--- config.mk ---
export PLATFORM = sky130hd
export DESIGN_NAME = imu_timing
export DESIGN_NICKNAME = d
export VERILOG_FILES = /design/src/rtl/imu_timing_pkg.sv /design/src/rtl/imu_timing.sv
export SDC_FILE = /design/constraint.sdc
export NUM_CORES = 1
export LEC_CHECK = 0
export ABC_AREA = 0
export BUFFER_PORTS_ARGS = -buffer_cell sky130_fd_sc_hd__buf_4
export CAP_MARGIN = 5
export CORE_MARGIN = 2
export CORE_UTILIZATION = 60
export CTS_BUF_LIST = sky130_fd_sc_hd__clkbuf_4 sky130_fd_sc_hd__clkbuf_8 sky130_fd_sc_hd__clkbuf_16
export CTS_CLUSTER_DIAMETER = 150
export CTS_CLUSTER_SIZE = 12
export DETAILED_ROUTE_END_ITERATION = 7
export PLACE_DENSITY = 0.89
export SETUP_SLACK_MARGIN = 0.5
export SLEW_MARGIN = 20
export SYNTH_ARGS = -nofsm -noshare
export SYNTH_HDL_FRONTEND = slang
export SYNTH_SLANG_ARGS = --single-unit
--- constraint.sdc ---
create_clock -name clk -period 18 [get_ports clk]
set_input_delay 2.7 -clock clk [delete_from_list [all_inputs] [get_ports clk]]
set_output_delay 2.7 -clock clk [all_outputs]
set_load 0.005 [all_outputs]
--- src/rtl/imu_timing_pkg.sv ---
// constants shared by the sensor readout timing block
package imu_timing_pkg;
   localparam int CLK_PERIOD_NS = 10;
   localparam int CYC_PER_US    = 1000 / CLK_PERIOD_NS;
   localparam int CYC_PER_MS    = 1000 * CYC_PER_US;

   // mode threshold on the sample period setting
   localparam logic [7:0] NORMAL_MAX  = 8'h09;
   localparam logic [7:0] LOWPWR_MIN  = 8'h0a;
   localparam logic [7:0] PERIOD_MIN  = 8'h01;
   localparam logic [7:0] PERIOD_RST  = 8'h01;

   // functional times, as printed
   localparam int STARTUP_NORM_MS = 220;
   localparam int STARTUP_LP_MS   = 290;
   localparam int RESET_NORM_MS   = 100;
   localparam int RESET_LP_MS     = 170;
   localparam int SLEEP_NORM_MS   = 4;
   localparam int SLEEP_LP_MS     = 15;
   localparam int FLASH_NORM_MS   = 17;
   localparam int FLASH_LP_MS     = 90;
   localparam int SYNC_DELAY_US   = 600;
   localparam int SAMPLE_BASE_NS  = 1220703;

   localparam int STARTUP_NORM_CYC = STARTUP_NORM_MS * CYC_PER_MS;
   localparam int STARTUP_LP_CYC   = STARTUP_LP_MS * CYC_PER_MS;
   localparam int RESET_NORM_CYC   = RESET_NORM_MS * CYC_PER_MS;
   localparam int RESET_LP_CYC     = RESET_LP_MS * CYC_PER_MS;
   localparam int SLEEP_NORM_CYC   = SLEEP_NORM_MS * CYC_PER_MS;
   localparam int SLEEP_LP_CYC     = SLEEP_LP_MS * CYC_PER_MS;
   localparam int FLASH_NORM_CYC   = FLASH_NORM_MS * CYC_PER_MS;
   localparam int FLASH_LP_CYC     = FLASH_LP_MS * CYC_PER_MS;
   localparam int SYNC_DELAY_CYC   = SYNC_DELAY_US * CYC_PER_US;
   localparam int SAMPLE_BASE_CYC  = SAMPLE_BASE_NS / CLK_PERIOD_NS;
   localparam int DRDY_WIDTH_CYC   = 8;

   // apb register offsets
   localparam logic [7:0] OFS_CTRL   = 8'h00;
   localparam logic [7:0] OFS_STATUS = 8'h04;
   localparam logic [7:0] OFS_INTSTS = 8'h08;
   localparam logic [7:0] OFS_INTMSK = 8'h0c;
   localparam logic [7:0] OFS_SAMPLE = 8'h10;

   // control fields
   localparam int CTRL_SYNC_EN  = 8;
   localparam int CTRL_SW_RST   = 16;
   localparam int CTRL_SLEEP    = 17;
   localparam int CTRL_WAKE     = 18;
   localparam int CTRL_FLASH    = 19;

   // interrupt bits
   localparam int EV_SAMPLE = 0;
   localparam int EV_FLASH  = 1;
   localparam int EV_VALID  = 2;
   localparam int EV_W      = 3;

   // serial register indices (address bits 6:1)
   localparam logic [5:0] SPI_IDX_SAMPLE = 6'h00;
   localparam logic [5:0] SPI_IDX_STATUS = 6'h01;
   localparam logic [5:0] SPI_IDX_PERIOD = 6'h02;

   typedef enum logic [1:0] {
      ST_WAIT  = 2'b00,
      ST_RUN   = 2'b01,
      ST_FLASH = 2'b11,
      ST_SLEEP = 2'b10
   } state_t;

   typedef enum logic [1:0] {
      C_POWER = 2'b00,
      C_RESET = 2'b01,
      C_SLEEP = 2'b10
   } cause_t;
endpackage

--- src/rtl/imu_timing.sv ---
// sensor readout timing: mode select, recovery intervals, sampling, spi
//
// Function
// - setting at or below 0x09 is normal mode, 0x0a and above low-power
// - valid data after 220 ms at power-up; reset loads setting 0x01 (normal), so never 290 ms (low-power)
// - valid data after 100 ms or 170 ms following a reset
// - valid data after 4 ms or 15 ms when leaving sleep
// - flash test finishes after 17 ms or 90 ms
// - sample period setting 0x01..0xff, 819.2 down to about 3.21 samples/s
// - data-ready about 600 us after a sync pulse; pulses during that delay are ignored
// - each sample updates output data, then pulses data-ready while the device stays running
// - output driven on falling clock edges, input sampled on rising
// - 16-bit transfers, msb first, clock polarity 1 and phase 1
// - each 16-bit register answers on two 7-bit addresses
`timescale 1ns/1ps
`default_nettype none
module imu_timing #(
   parameter int STARTUP_NORM = imu_timing_pkg::STARTUP_NORM_CYC,
   parameter int STARTUP_LP   = imu_timing_pkg::STARTUP_LP_CYC,
   parameter int RESET_NORM   = imu_timing_pkg::RESET_NORM_CYC,
   parameter int RESET_LP     = imu_timing_pkg::RESET_LP_CYC,
   parameter int SLEEP_NORM   = imu_timing_pkg::SLEEP_NORM_CYC,
   parameter int SLEEP_LP     = imu_timing_pkg::SLEEP_LP_CYC,
   parameter int FLASH_NORM   = imu_timing_pkg::FLASH_NORM_CYC,
   parameter int FLASH_LP     = imu_timing_pkg::FLASH_LP_CYC,
   parameter int SYNC_DELAY   = imu_timing_pkg::SYNC_DELAY_CYC,
   parameter int SAMPLE_BASE  = imu_timing_pkg::SAMPLE_BASE_CYC
) (
   input  wire logic        clk,        // 100 mhz
   input  wire logic        rst,        // async, active high
   input  wire logic        psel,       // apb select
   input  wire logic        penable,    // apb access phase
   input  wire logic        pwrite,     // apb direction
   input  wire logic [7:0]  paddr,      // apb byte address
   input  wire logic [31:0] pwdata,     // apb write data
   output logic      [31:0] prdata,     // apb read data
   output logic             pready,     // apb ready
   output logic             pslverr,    // apb unmapped address
   output logic             irq,        // level interrupt
   input  wire logic        sclk,       // serial clock pin
   input  wire logic        cs_n,       // serial select pin
   input  wire logic        din,        // serial data in pin
   output logic             dout,       // serial data out pin
   output logic             dout_oe_n,  // low while dout driven
   input  wire logic        sync_clock_input, // external sample trigger
   output logic             data_ready_pin    // sample ready pulse
);
   typedef struct packed {
      imu_timing_pkg::state_t state;
      imu_timing_pkg::cause_t cause;
      logic        load;
      logic [31:0] cnt;
      logic [31:0] smp_cnt;
      logic [31:0] sync_cnt;
      logic        sync_busy;
      logic [7:0]  period;
      logic        sync_en;
      logic [15:0] sample;
      logic        valid;
      logic        pend;
      logic [3:0]  drdy_cnt;
      logic        drdy;
      logic [2:0]  sts;
      logic [2:0]  mask;
      logic        irq;
      logic        pready;
      logic [31:0] prdata;
      logic        pslverr;
      logic [2:0]  sclk_s;
      logic [1:0]  cs_s;
      logic [1:0]  din_s;
      logic [2:0]  sync_s;
      logic [3:0]  bitn;
      logic [15:0] rx;
      logic [15:0] tx;
      logic        dout;
      logic        dout_oe_n;
   } st_t;

   st_t s_r;
   st_t s_nxt;

   logic        lp;
   logic        wr;
   logic        rise;
   logic        fall;
   logic        act;
   logic        smp;
   logic [15:0] full;
   logic [15:0] word;
   logic [31:0] rdv;
   logic [2:0]  ev;

   ////////////////////////////////////////////////////////////////////////
   always_comb begin
      s_nxt = s_r;
      ev    = '0;
      smp   = 1'b0;
      word  = '0;
      rdv   = '0;
      lp    = s_r.period >= imu_timing_pkg::LOWPWR_MIN;

      // pins pass two flops before use; first stage feeds only the second
      s_nxt.sclk_s = {s_r.sclk_s[1:0], sclk};
      s_nxt.cs_s   = {s_r.cs_s[0], cs_n};
      s_nxt.din_s  = {s_r.din_s[0], din};
      s_nxt.sync_s = {s_r.sync_s[1:0], sync_clock_input};
      rise = s_r.sclk_s[1] & ~s_r.sclk_s[2];
      fall = ~s_r.sclk_s[1] & s_r.sclk_s[2];
      act  = ~s_r.cs_s[1];
      full = {s_r.rx[14:0], s_r.din_s[1]};

      // apb: one wait cycle, write and read data on the ready edge
      s_nxt.pready = psel & penable & ~s_r.pready;
      wr = psel & penable & s_r.pready & pwrite;
      unique case (paddr)
         imu_timing_pkg::OFS_CTRL:
            rdv = {23'h0, s_r.sync_en, s_r.period};
         imu_timing_pkg::OFS_STATUS:
            rdv = {16'h0, 12'h0, s_r.valid, lp, s_r.state};
         imu_timing_pkg::OFS_INTSTS: rdv = {29'h0, s_r.sts};
         imu_timing_pkg::OFS_INTMSK: rdv = {29'h0, s_r.mask};
         imu_timing_pkg::OFS_SAMPLE: rdv = {16'h0, s_r.sample};
         default: rdv = '0;
      endcase
      if (s_nxt.pready) begin
         s_nxt.prdata  = pwrite ? 32'h0 : rdv;
         s_nxt.pslverr = paddr > imu_timing_pkg::OFS_SAMPLE
                       || paddr[1:0] != 2'h0;
      end
      if (wr && paddr == imu_timing_pkg::OFS_CTRL) begin
         // zero is out of range; hold the shortest period
         s_nxt.period  = (pwdata[7:0] < imu_timing_pkg::PERIOD_MIN)
                       ? imu_timing_pkg::PERIOD_MIN : pwdata[7:0];
         s_nxt.sync_en = pwdata[imu_timing_pkg::CTRL_SYNC_EN];
      end
      if (wr && paddr == imu_timing_pkg::OFS_INTMSK)
         s_nxt.mask = pwdata[2:0];

      ////////////////////////////////////////////////////////////////////
      unique case (s_r.state)
         imu_timing_pkg::ST_WAIT: begin
            if (s_r.load) begin
               s_nxt.load = 1'b0;
               unique case (s_r.cause)
                  imu_timing_pkg::C_POWER:
                     s_nxt.cnt = 32'(lp ? STARTUP_LP : STARTUP_NORM) - 1;
                  imu_timing_pkg::C_RESET:
                     s_nxt.cnt = 32'(lp ? RESET_LP : RESET_NORM) - 1;
                  default:
                     s_nxt.cnt = 32'(lp ? SLEEP_LP : SLEEP_NORM) - 1;
               endcase
            end else if (s_r.cnt == 32'h0) begin
               s_nxt.state   = imu_timing_pkg::ST_RUN;
               s_nxt.smp_cnt = '0;
               ev[imu_timing_pkg::EV_VALID] = 1'b1;
            end else begin
               s_nxt.cnt = s_r.cnt - 1;
            end
         end
         imu_timing_pkg::ST_RUN: begin
            if (s_r.sync_en) begin
               // sample follows a rising sync edge by a fixed delay; edges during the delay are ignored
               if (s_r.sync_s[1] & ~s_r.sync_s[2] & ~s_r.sync_busy) begin
                  s_nxt.sync_busy = 1'b1;
                  s_nxt.sync_cnt  = 32'(SYNC_DELAY) - 1;
               end else if (s_r.sync_busy) begin
                  if (s_r.sync_cnt == 32'h0) begin
                     s_nxt.sync_busy = 1'b0;
                     smp = 1'b1;
                  end else begin
                     s_nxt.sync_cnt = s_r.sync_cnt - 1;
                  end
               end
            end else if (s_r.smp_cnt == 32'h0) begin
               smp = 1'b1;
               s_nxt.smp_cnt = 32'(s_r.period) * 32'(SAMPLE_BASE) - 1;
            end else begin
               s_nxt.smp_cnt = s_r.smp_cnt - 1;
            end
            if (wr && paddr == imu_timing_pkg::OFS_CTRL) begin
               if (pwdata[imu_timing_pkg::CTRL_FLASH]) begin
                  s_nxt.state = imu_timing_pkg::ST_FLASH;
                  s_nxt.cnt   = 32'(lp ? FLASH_LP : FLASH_NORM) - 1;
               end else if (pwdata[imu_timing_pkg::CTRL_SLEEP]) begin
                  s_nxt.state = imu_timing_pkg::ST_SLEEP;
                  s_nxt.valid = 1'b0;
               end
            end
         end
         imu_timing_pkg::ST_FLASH: begin
            // no sampling while the flash test runs
            if (s_r.cnt == 32'h0) begin
               s_nxt.state = imu_timing_pkg::ST_RUN;
               ev[imu_timing_pkg::EV_FLASH] = 1'b1;
            end else begin
               s_nxt.cnt = s_r.cnt - 1;
            end
         end
         imu_timing_pkg::ST_SLEEP: begin
            if (wr && paddr == imu_timing_pkg::OFS_CTRL
                && pwdata[imu_timing_pkg::CTRL_WAKE]) begin
               s_nxt.state = imu_timing_pkg::ST_WAIT;
               s_nxt.cause = imu_timing_pkg::C_SLEEP;
               s_nxt.load  = 1'b1;
            end
         end
      endcase
      if (wr && paddr == imu_timing_pkg::OFS_CTRL
          && pwdata[imu_timing_pkg::CTRL_SW_RST]) begin
         s_nxt.state     = imu_timing_pkg::ST_WAIT;
         s_nxt.cause     = imu_timing_pkg::C_RESET;
         s_nxt.load      = 1'b1;
         s_nxt.valid     = 1'b0;
         s_nxt.sync_busy = 1'b0;
         smp = 1'b0;
      end

      // data first, pulse one cycle later
      if (smp) begin
         s_nxt.sample = s_r.sample + 16'h1;
         s_nxt.valid  = 1'b1;
         ev[imu_timing_pkg::EV_SAMPLE] = 1'b1;
      end
      s_nxt.pend = smp;
      if (s_r.pend)
         s_nxt.drdy_cnt = 4'(imu_timing_pkg::DRDY_WIDTH_CYC - 1);
      else if (s_r.drdy_cnt != 4'h0)
         s_nxt.drdy_cnt = s_r.drdy_cnt - 4'h1;
      s_nxt.drdy = (s_r.pend || (s_r.drdy && s_r.drdy_cnt != 4'h0))
                 && s_nxt.state == imu_timing_pkg::ST_RUN
                 && s_nxt.valid;

      // set wins over a same-cycle clear
      s_nxt.sts = (s_r.sts & ~((wr && paddr == imu_timing_pkg::OFS_INTSTS)
                   ? pwdata[2:0] : 3'h0)) | ev;
      s_nxt.irq = |(s_nxt.sts & s_nxt.mask);

      ////////////////////////////////////////////////////////////////////
      // serial slave, mode 3: idle-high clock
      unique case (full[14:9])
         imu_timing_pkg::SPI_IDX_SAMPLE: word = s_r.sample;
         imu_timing_pkg::SPI_IDX_STATUS:
            word = {12'h0, s_r.valid, lp, s_r.state};
         imu_timing_pkg::SPI_IDX_PERIOD: word = {8'h0, s_r.period};
         default: word = '0;
      endcase
      s_nxt.dout_oe_n = ~act;
      if (!act) begin
         s_nxt.bitn = '0;
      end else begin
         if (fall) begin
            s_nxt.dout = s_r.tx[15];
            s_nxt.tx   = {s_r.tx[14:0], 1'b0};
         end
         if (rise) begin
            s_nxt.rx   = full;
            s_nxt.bitn = s_r.bitn + 4'h1;
            // both byte addresses of a register select the same word
            if (s_r.bitn == 4'hf)
               s_nxt.tx = word;
         end
      end
   end

   always_ff @(posedge clk or posedge rst) begin
      if (rst) begin
         s_r        <= '0;
         s_r.state  <= imu_timing_pkg::ST_WAIT;
         s_r.cause  <= imu_timing_pkg::C_POWER;
         s_r.load   <= 1'b1;
         s_r.period <= imu_timing_pkg::PERIOD_RST;
         s_r.sclk_s <= 3'h7;
         s_r.cs_s   <= 2'h3;
         s_r.dout_oe_n <= 1'b1;
      end else begin
         s_r <= s_nxt;
      end
   end

   assign prdata         = s_r.prdata;
   assign pready         = s_r.pready;
   assign pslverr        = s_r.pslverr;
   assign irq            = s_r.irq;
   assign dout           = s_r.dout;
   assign dout_oe_n      = s_r.dout_oe_n;
   assign data_ready_pin = s_r.drdy;

   ////////////////////////////////////////////////////////////////////////
   a_mode_pick: assert property (@(posedge clk) disable iff (rst)
      s_r.state == imu_timing_pkg::ST_WAIT && s_r.load
      && s_r.cause == imu_timing_pkg::C_RESET
      |=> s_r.cnt == 32'(($past(s_r.period) > 8'h09)
                     ? RESET_LP : RESET_NORM) - 1)
      else $error("mode threshold wrong");
   a_boot_len: assert property (@(posedge clk) disable iff (rst)
      s_r.state == imu_timing_pkg::ST_WAIT && s_r.load
      && s_r.cause == imu_timing_pkg::C_POWER
      |=> s_r.cnt == 32'((s_r.period >= 8'h0a)
                     ? STARTUP_LP : STARTUP_NORM) - 1)
      else $error("startup interval wrong");
   a_sleep_len: assert property (@(posedge clk) disable iff (rst)
      s_r.state == imu_timing_pkg::ST_WAIT && s_r.load
      && s_r.cause == imu_timing_pkg::C_SLEEP
      |=> s_r.cnt == 32'((s_r.period >= 8'h0a)
                     ? SLEEP_LP : SLEEP_NORM) - 1)
      else $error("sleep recovery wrong");
   a_wait_exit: assert property (@(posedge clk) disable iff (rst)
      s_r.state == imu_timing_pkg::ST_WAIT && !s_r.load
      && s_r.cnt == 32'h0 && !s_nxt.load
      |=> s_r.state == imu_timing_pkg::ST_RUN && s_r.sts[2])
      else $error("recovery did not end");
   a_flash_done: assert property (@(posedge clk) disable iff (rst)
      s_r.state == imu_timing_pkg::ST_FLASH && s_r.cnt == 32'h0
      && !s_nxt.load
      |=> s_r.state == imu_timing_pkg::ST_RUN && s_r.sts[1])
      else $error("flash test end wrong");
   a_period_ok: assert property (@(posedge clk) disable iff (rst)
      s_r.period != 8'h00)
      else $error("sample period zero");
   a_sync_delay: assert property (@(posedge clk) disable iff (rst)
      s_r.sync_en && s_r.sync_busy && s_r.sync_cnt == 32'h0 && !s_nxt.load
      && s_r.state == imu_timing_pkg::ST_RUN |=> $changed(s_r.sample))
      else $error("sync delay wrong");
   a_drdy_after: assert property (@(posedge clk) disable iff (rst)
      $changed(s_r.sample) && s_r.state == imu_timing_pkg::ST_RUN
      && s_nxt.state == imu_timing_pkg::ST_RUN
      |=> data_ready_pin && $stable(s_r.sample))
      else $error("data-ready did not follow sample");
   a_drdy_quiet: assert property (@(posedge clk) disable iff (rst)
      data_ready_pin |-> s_r.valid && s_r.state == imu_timing_pkg::ST_RUN)
      else $error("data-ready before valid data");
   a_spi_edge: assert property (@(posedge clk) disable iff (rst)
      $changed(s_r.dout) |-> $past(fall) && $past(act))
      else $error("dout moved off a falling edge");
   a_spi_word: assert property (@(posedge clk) disable iff (rst)
      act && rise && s_r.bitn == 4'hf |=> s_r.bitn == 4'h0)
      else $error("transfer not 16 bits");
endmodule
`default_nettype wire

==> impl_metrics.py, run 1 <==
metrics = {
    "worst_setup_path": {
        "crit_path_start_kind": "flip-flop",
        "crit_end": "s_r[183]$_DFFE_PP0P_",
        "setup.worst_path.start": "s_r[119]$_DFFE_PP0P_",
        "rr_endpoint": "s_r[183]$_DFFE_PP0P_",
        "reg2reg_depth": 17,
        "cp.required_ns": 18.38,
        "r2r-start": "s_r[119]$_DFFE_PP0P_",
        "worst_ep_arrival_time_ns": 6.22,
        "crit_fanout": 9,
        "r2r_slack_ns": 12.16,
        "end_kind": "flip-flop",
        "critical_path_class": "reg -> reg",
    },
    "sta": {
        "fmax_ghz": 0.171,
        "tightest_slew_ns": 1.19,
        "grt_setup_unrepaired": "false",
        "finClkSkew_ns": 0.0153,
        "fin_tns_setup_ns": 0,
        "hold_violations": 0,
        "setup_viol": 0,
        "slew_viol_final": 0,
        "period_minus_slack_ns": 5.84,
        "fin_crit_sh": 0.325,
        "max-slew-margin-rel": 0.199,
    },
    "job": {
        "maxCapViolations": 0,
    },
    "placement": {
        "place_area_um2": 14600,
        "place_congestion": 0.915,
        "dp_hpwl_um": 24200,
        "portBuffers": 51,
    },
    "grt": {
        "grt_pass1_vias": 11600,
        "grt_pass1_wl_um": 55400,
        "antenna_found_initial": 0,
        "grtUsageTotal": 0.271,
        "grt_max_degree": 86,
        "overflow": 0,
    },
    "route": {
        "drc": 0,
        "ant_nets": 0,
        "num_vias": 12000,
        "wl_per_cell_um": 17.8,
        "routed_via_density": 6.27,
        "drt_wl_total_um": 34000,
        "drt-pass1-iter-count": 8,
        "drtIter0Drc": 1234,
    },
    "synth": {
        "ys_ff_latch": 205,
        "synth_area_um2": 14200,
        "ys_types": 96,
        "async_flop_share": 1.00,
        "yosys-top-cells-area": "dfrtp_1 35%, ha_1 6.6%, fa_1 5.1%",
        "synth.avg_cell_area_um2": 9.01,
        "yosysWarnings": 0,
        "synthFlopType": "dfrtp_1",
        "yosysTopAreaCellShare": 0.346,
        "synth_seq_area_share": 0.361,
        "synthCells": 1579,
        "synth_area_leader_cell": "dfrtp_1",
        "synth_edf_count": 0,
    },
    "die": {
        "fp-row-count": 56,
        "die-area_um2": 25000,
        "start_util": 0.608,
        "die_y_um": 158,
        "core_um2": 23400,
        "die_x_um": 158,
        "boundaryPins": 87,
    },
    "clocking": {
        "cts_tree": "built",
        "cts.sinks": 205,
        "cts.clk_slew.worst_paths_ns": 0.06,
        "clock_latency_ns": 0.50,
        "cts_root_buf": "clkbuf_16",
        "cts_hold_buf": 0,
        "htreeDepth": 1,
        "clockBufferDepth": 3,
        "cts_setup_buffers": 0,
        "cts_buffers": 21,
        "cts_resized": 0,
    },
    "layout": {
        "drive_gt1_frac": 0.115,
        "syn2layout_area_growth_pct": 6.93,
        "design_area_um2": 15200,
        "fillers": 1838,
        "diodes": 0,
        "finalNetCount": 1741,
    },
    "power_and_ir_drop": {
        "peakVddDrop_v": 0.0000734,
        "p_per_area_nw_per_um2": 71.2,
        "power_leakage_nw": 6.98,
    },
    "outcome": {
        "status": "finished clean",
    },
    "worst_hold_path": {
        "hold_path_class": "reg -> reg",
    },
}
[cells in the final DEF, fill, tap and decap left out, types with 13 or more instances in the layout]
cell and instances:
nor3_1 51, and3_1 15, a21oi_1 115, nor4_1 20, o22ai_1 15, clkbuf_16 21, nor2_1 164, a22o_1 13
nand4_1 15, xor2_1 31, buf_4 59, conb_1 16, o21ai_0 116, nand2_1 130, nand3_1 31, a31oi_1 16
dfrtp_1 197, inv_1 88, mux2i_1 15, fa_1 36, xnor2_1 51, mux2_2 22, ha_1 75, or3_1 23
[cells in the mapped netlist (15+ instances only)]
library cell  instances
dfrtp_1             197
nor2_1              164
nand2_1             130
o21ai_0             116
a21oi_1             115
inv_1                89
ha_1                 75
nor3_1               52
xnor2_1              51
clkbuf_1             44
fa_1                 36
buf_4                33
nand3_1              31
xor2_1               31
or3_1                23
mux2_2               22
nor4_1               21
a31oi_1              16
and3_1               15
mux2i_1              15
nand4_1              15
o22ai_1              15
[cell type report]
class	count	area [um2]	share of cell area
Clock buffer	29	586	0.0385
Clock inverter	2	20.0	0.00132
Inverter	90	345	0.0227
Multi-Input combinational cell	1204	8290	0.544
Sequential cell	205	5140	0.338
Tap cell	319	399	0.0262
Timing Repair Buffer	59	443	0.0291
[cells by family after synthesis]
logic type	Yosys count	share of synthesized area
mux	37	0.0280
simple gates	559	0.206
xor+xnor	82	0.0505
flops	205	0.361
other cells	1	0.000263
compound gates	399	0.176
buf+inv	185	0.0622
fa+ha+maj	111	0.117
[layer usage]
metal,track usage,routed length [um]
met2,0.458,16500
met3,0.0413,2250
met5,0,0
met1,0.355,14100
met4,0.0982,1140
[metrics by stage]
stage	hold WS [ns]	cells	setup WS (ns)	utilization	total power [mW]
after floorplan	0.331	1594	9.72	-	0.641
after CTS	0.353	1908	12.26	0.650	1.08
after global routing	0.358	1908	11.86	0.650	1.13
final	0.351	1908	12.16	0.650	1.08
after detailed placement	0.343	1877	12.11	0.624	0.681
after global placement	0.335	1877	12.22	0.624	0.671
[how the worst min path moves through the flow]
| stage | startpoint | endpoint | slack (ns) | cells past startpoint |
|---|---|---|---|---|
| after floorplan | s_nxt[42]$_DFF_PP0_ | full[0]$_DFF_PP0_ | 0.33 | 0 |
| after global placement | s_nxt[42]$_DFF_PP0_ | full[0]$_DFF_PP0_ | 0.33 | 0 |
| after detailed placement | s_nxt[42]$_DFF_PP0_ | full[0]$_DFF_PP0_ | 0.34 | 0 |
| after CTS | s_nxt[42]$_DFF_PP0_ | full[0]$_DFF_PP0_ | 0.35 | 0 |
| after global routing | s_nxt[44]$_DFF_PP1_ | s_nxt[0]$_DFF_PP1_ | 0.36 | 0 |
| final | s_nxt[42]$_DFF_PP0_ | full[0]$_DFF_PP0_ | 0.35 | 0 |
[sequential cells by signal (all words and copies together), names as in the netlist]
register,cells
s_r,161
prdata,16
full,15
s_nxt,7
data_ready_pin,1
dout,1
dout_oe_n,1
irq,1
pready,1
pslverr,1
[worst max-delay path, stage by stage (launching register included)]
cell,delay (ns)
dfrtp_1,0.54
inv_1,0.20
ha_1,0.44
fa_1,0.54
fa_1,0.54
inv_1,0.06
fa_1,0.53
inv_1,0.04
ha_1,0.42
a21oi_1,0.30
o211ai_2,0.17
a21oi_1,0.38
o21ai_0,0.19
xor2_1,0.45
nor3_2,0.11
and4_1,0.35
a221oi_1,0.35
nor2_1,0.09
[report_power, final]
group | total [mW] | internal, mW | switching (mW)
combinational | 0.163 | 0.0662 | 0.0971
sequential | 0.514 | 0.489 | 0.0246
clock | 0.406 | 0.227 | 0.180
total | 1.08 | 0.782 | 0.301
(Power assumes the default switching activity.)
==> run 2: changes to the inputs <==
==> constraint.sdc (replaced) <==
create_clock -name clk -period 6.1 [get_ports clk]
set_input_delay 0.915 -clock clk [delete_from_list [all_inputs] [get_ports clk]]
set_output_delay 0.915 -clock clk [all_outputs]
set_load 0.005 [all_outputs]
==> run 2 against run 1 <==
Effect of this change: clock power rose to 3.0 times the previous value; count of clock-buffer cells in the layout unchanged; register-to-register slack worse by 11 ns; sequential power rose to 3.0 times the previous value; first-iteration DRC count down 1.2%; worst setup slack worse by 11 ns; critical path type unchanged; clock skew up 0.017 ns; non-clock buffer count up 8; sequential share of layout area down 0.19 points; fmax up 8.3%; largest power group unchanged.
==> impl_metrics.py, run 2 (synthesized netlist as in run 1, its figures left out) <==
metrics = {
    "worst_setup_path": {
        "r2r-start": "s_r[120]$_DFFE_PP0P_",
        "cp.required_ns": 6.47,
        "crit_end": "s_r[183]$_DFFE_PP0P_",
        "worst_ep_arrival_time_ns": 5.76,
        "r2r_slack_ns": 0.71,
        "setup.worst_path.start": "s_r[120]$_DFFE_PP0P_",
        "crit_path_start_kind": "flip-flop",
        "rr_endpoint": "s_r[183]$_DFFE_PP0P_",
        "crit_fanout": 9,
        "critPathMaxStageDelay_ns": 0.53,
        "slowest_stage": "fa_1",
        "critPathTopFamily": "adder cells",
        "path_depth": 18,
        "reg2reg_depth": 18,
        "critical_path_class": "reg -> reg",
        "worstPathBufferInverterCount": 4,
        "end_kind": "flip-flop",
        "cp_cell_sequence": "inv_1 -> ha_2 -> fa_1 -> fa_1 -> inv_1 -> fa_1 -> inv_1 -> ha_2 -> nand3_1 -> o211ai_2 -> a21oi_1 -> o41ai_2 -> xor2_1 -> a221oi_2 -> buf_4 -> and3_1 -> a221oi_1 -> nor2_1",
    },
    "route": {
        "routed_via_density": 6.30,
        "route.top_layer_used": "met4",
        "route.met2.wl_um": 17000,
        "ant_nets": 0,
        "routed-wl-met3_um": 2330,
        "wl_per_cell_um": 18.1,
        "num_vias": 12100,
        "drtIter0Drc": 1219,
        "drt_wl_total_um": 34600,
        "wl_met1_um": 14200,
        "drc": 0,
        "drt-pass1-iter-count": 6,
    },
    "layout": {
        "post-route-util": 0.655,
        "drive_gt1_frac": 0.128,
        "layout_commonest_cell": "dfrtp_1",
        "top_register": "s_r",
        "finalNetCount": 1749,
        "diodes": 0,
        "final_cell_mix": "193 x dfrtp_1, 163 x nor2_1, 130 x nand2_1, 114 x o21ai_0, 114 x a21oi_1",
        "syn2layout_area_growth_pct": 7.65,
        "largest_reg_flops": 161,
        "final_cells": 1916,
    },
    "die": {
        "fp-row-count": 56,
        "die-area_um2": 25000,
        "die_x_um": 158,
        "boundaryPins": 87,
        "start_util": 0.608,
        "die_y_um": 158,
        "core_um2": 23400,
    },
    "grt": {
        "antenna_found_initial": 0,
        "grt_pass1_vias": 11700,
        "grt_max_degree": 84,
        "overflow": 0,
        "grt_pass1_wl_um": 56500,
        "grtUsageTotal": 0.275,
    },
    "clocking": {
        "clockBufferDepth": 3,
        "htreeDepth": 1,
        "cts_tree": "built",
        "cts_root_buf": "clkbuf_16",
        "cts.clk_slew.worst_paths_ns": 0.08,
        "cts_hold_buf": 0,
        "clock_latency_ns": 0.52,
        "cts.sinks": 205,
        "cts_buffers": 21,
    },
    "placement": {
        "dp_hpwl_um": 24500,
        "place_congestion": 0.906,
        "portBuffers": 51,
        "dp.cells": 1877,
    },
    "job": {
        "maxCapViolations": 0,
    },
    "power_and_ir_drop": {
        "peakVddDrop_v": 0.000321,
        "power_leakage_nw": 7.01,
        "p_per_area_nw_per_um2": 209,
    },
    "sta": {
        "fmax_ghz": 0.185,
        "hold_violations": 0,
        "max-slew-margin-rel": 0.299,
        "grt_setup_unrepaired": "true",
        "period_minus_slack_ns": 5.39,
        "slew_viol_final": 0,
        "fin_crit_sh": 0.884,
        "setup_viol": 0,
        "fin_tns_setup_ns": 0,
        "finClkSkew_ns": 0.0324,
        "tightest_slew_ns": 1.04,
    },
    "outcome": {
        "status": "finished clean",
    },
    "worst_hold_path": {
        "hold_path_class": "in -> async",
    },
}
## run 2: cell count changes in the layout (fill, tap and decap cells not counted), sizes merged
cell	before	now
clkinvlp	0	1
inv	92	91
clkbuf	29	30
buf	59	66
## run 2: cell type report
cell class                 count  area, um2
clock inverter                 2       20.0
sequential                   205       5140
tap                          319        399
fill                        1739       8080
inverter                      90        342
clock buffer                  29        586
multi-input combinational   1204       8320
timing repair buffer          67        507
## run 2: how the worst min path moves through the flow
| stage | start | endpoint | slack (ns) | cells past startpoint |
|---|---|---|---|---|
| finish | rst | s_r[209]$_DFFE_PP0P_ | 0.34 | 2 |
| CTS | rst | s_r[211]$_DFFE_PP0P_ | 0.33 | 2 |
| global route | rst | s_r[211]$_DFFE_PP0P_ | 0.34 | 2 |
| detailed placement | s_nxt[42]$_DFF_PP0_ | full[0]$_DFF_PP0_ | 0.34 | 0 |
| global placement | s_nxt[42]$_DFF_PP0_ | full[0]$_DFF_PP0_ | 0.34 | 0 |
| floorplan | s_nxt[42]$_DFF_PP0_ | full[0]$_DFF_PP0_ | 0.33 | 0 |
## run 2: timing repair
item	4_1_cts	5_1_grt
setup buffers	0	7
endpoints found under the setup margin	10	13
pin swaps	0	4
resized for setup	3	14
## run 2: through the flow
stage	hold slack (ns)	setup slack [ns]	total power [mW]	instance area [um2]
2_1_floorplan	0.331	1.06	1.89	14300
5_1_grt	0.343	0.474	3.34	15300
3_5_place_dp	0.336	0.482	2.01	14600
4_1_cts	0.334	0.513	3.21	15200
6_report	0.340	0.708	3.21	15300
3_3_place_gp	0.337	0.617	1.98	14600
## run 2: layer usage
metal	global-route usage	vias up
li1	-	5560
met1	0.359	5896
met2	0.471	517
met3	0.0433	102
met4	0.0879	0
met5	0	-
## run 2: power by group
part           leakage, nW  switching [mW]  internal (mW)  total, mW
sequential            2.66          0.0712           1.44       1.52
clock                0.306           0.533          0.669       1.20
combinational         4.05           0.294          0.199      0.493
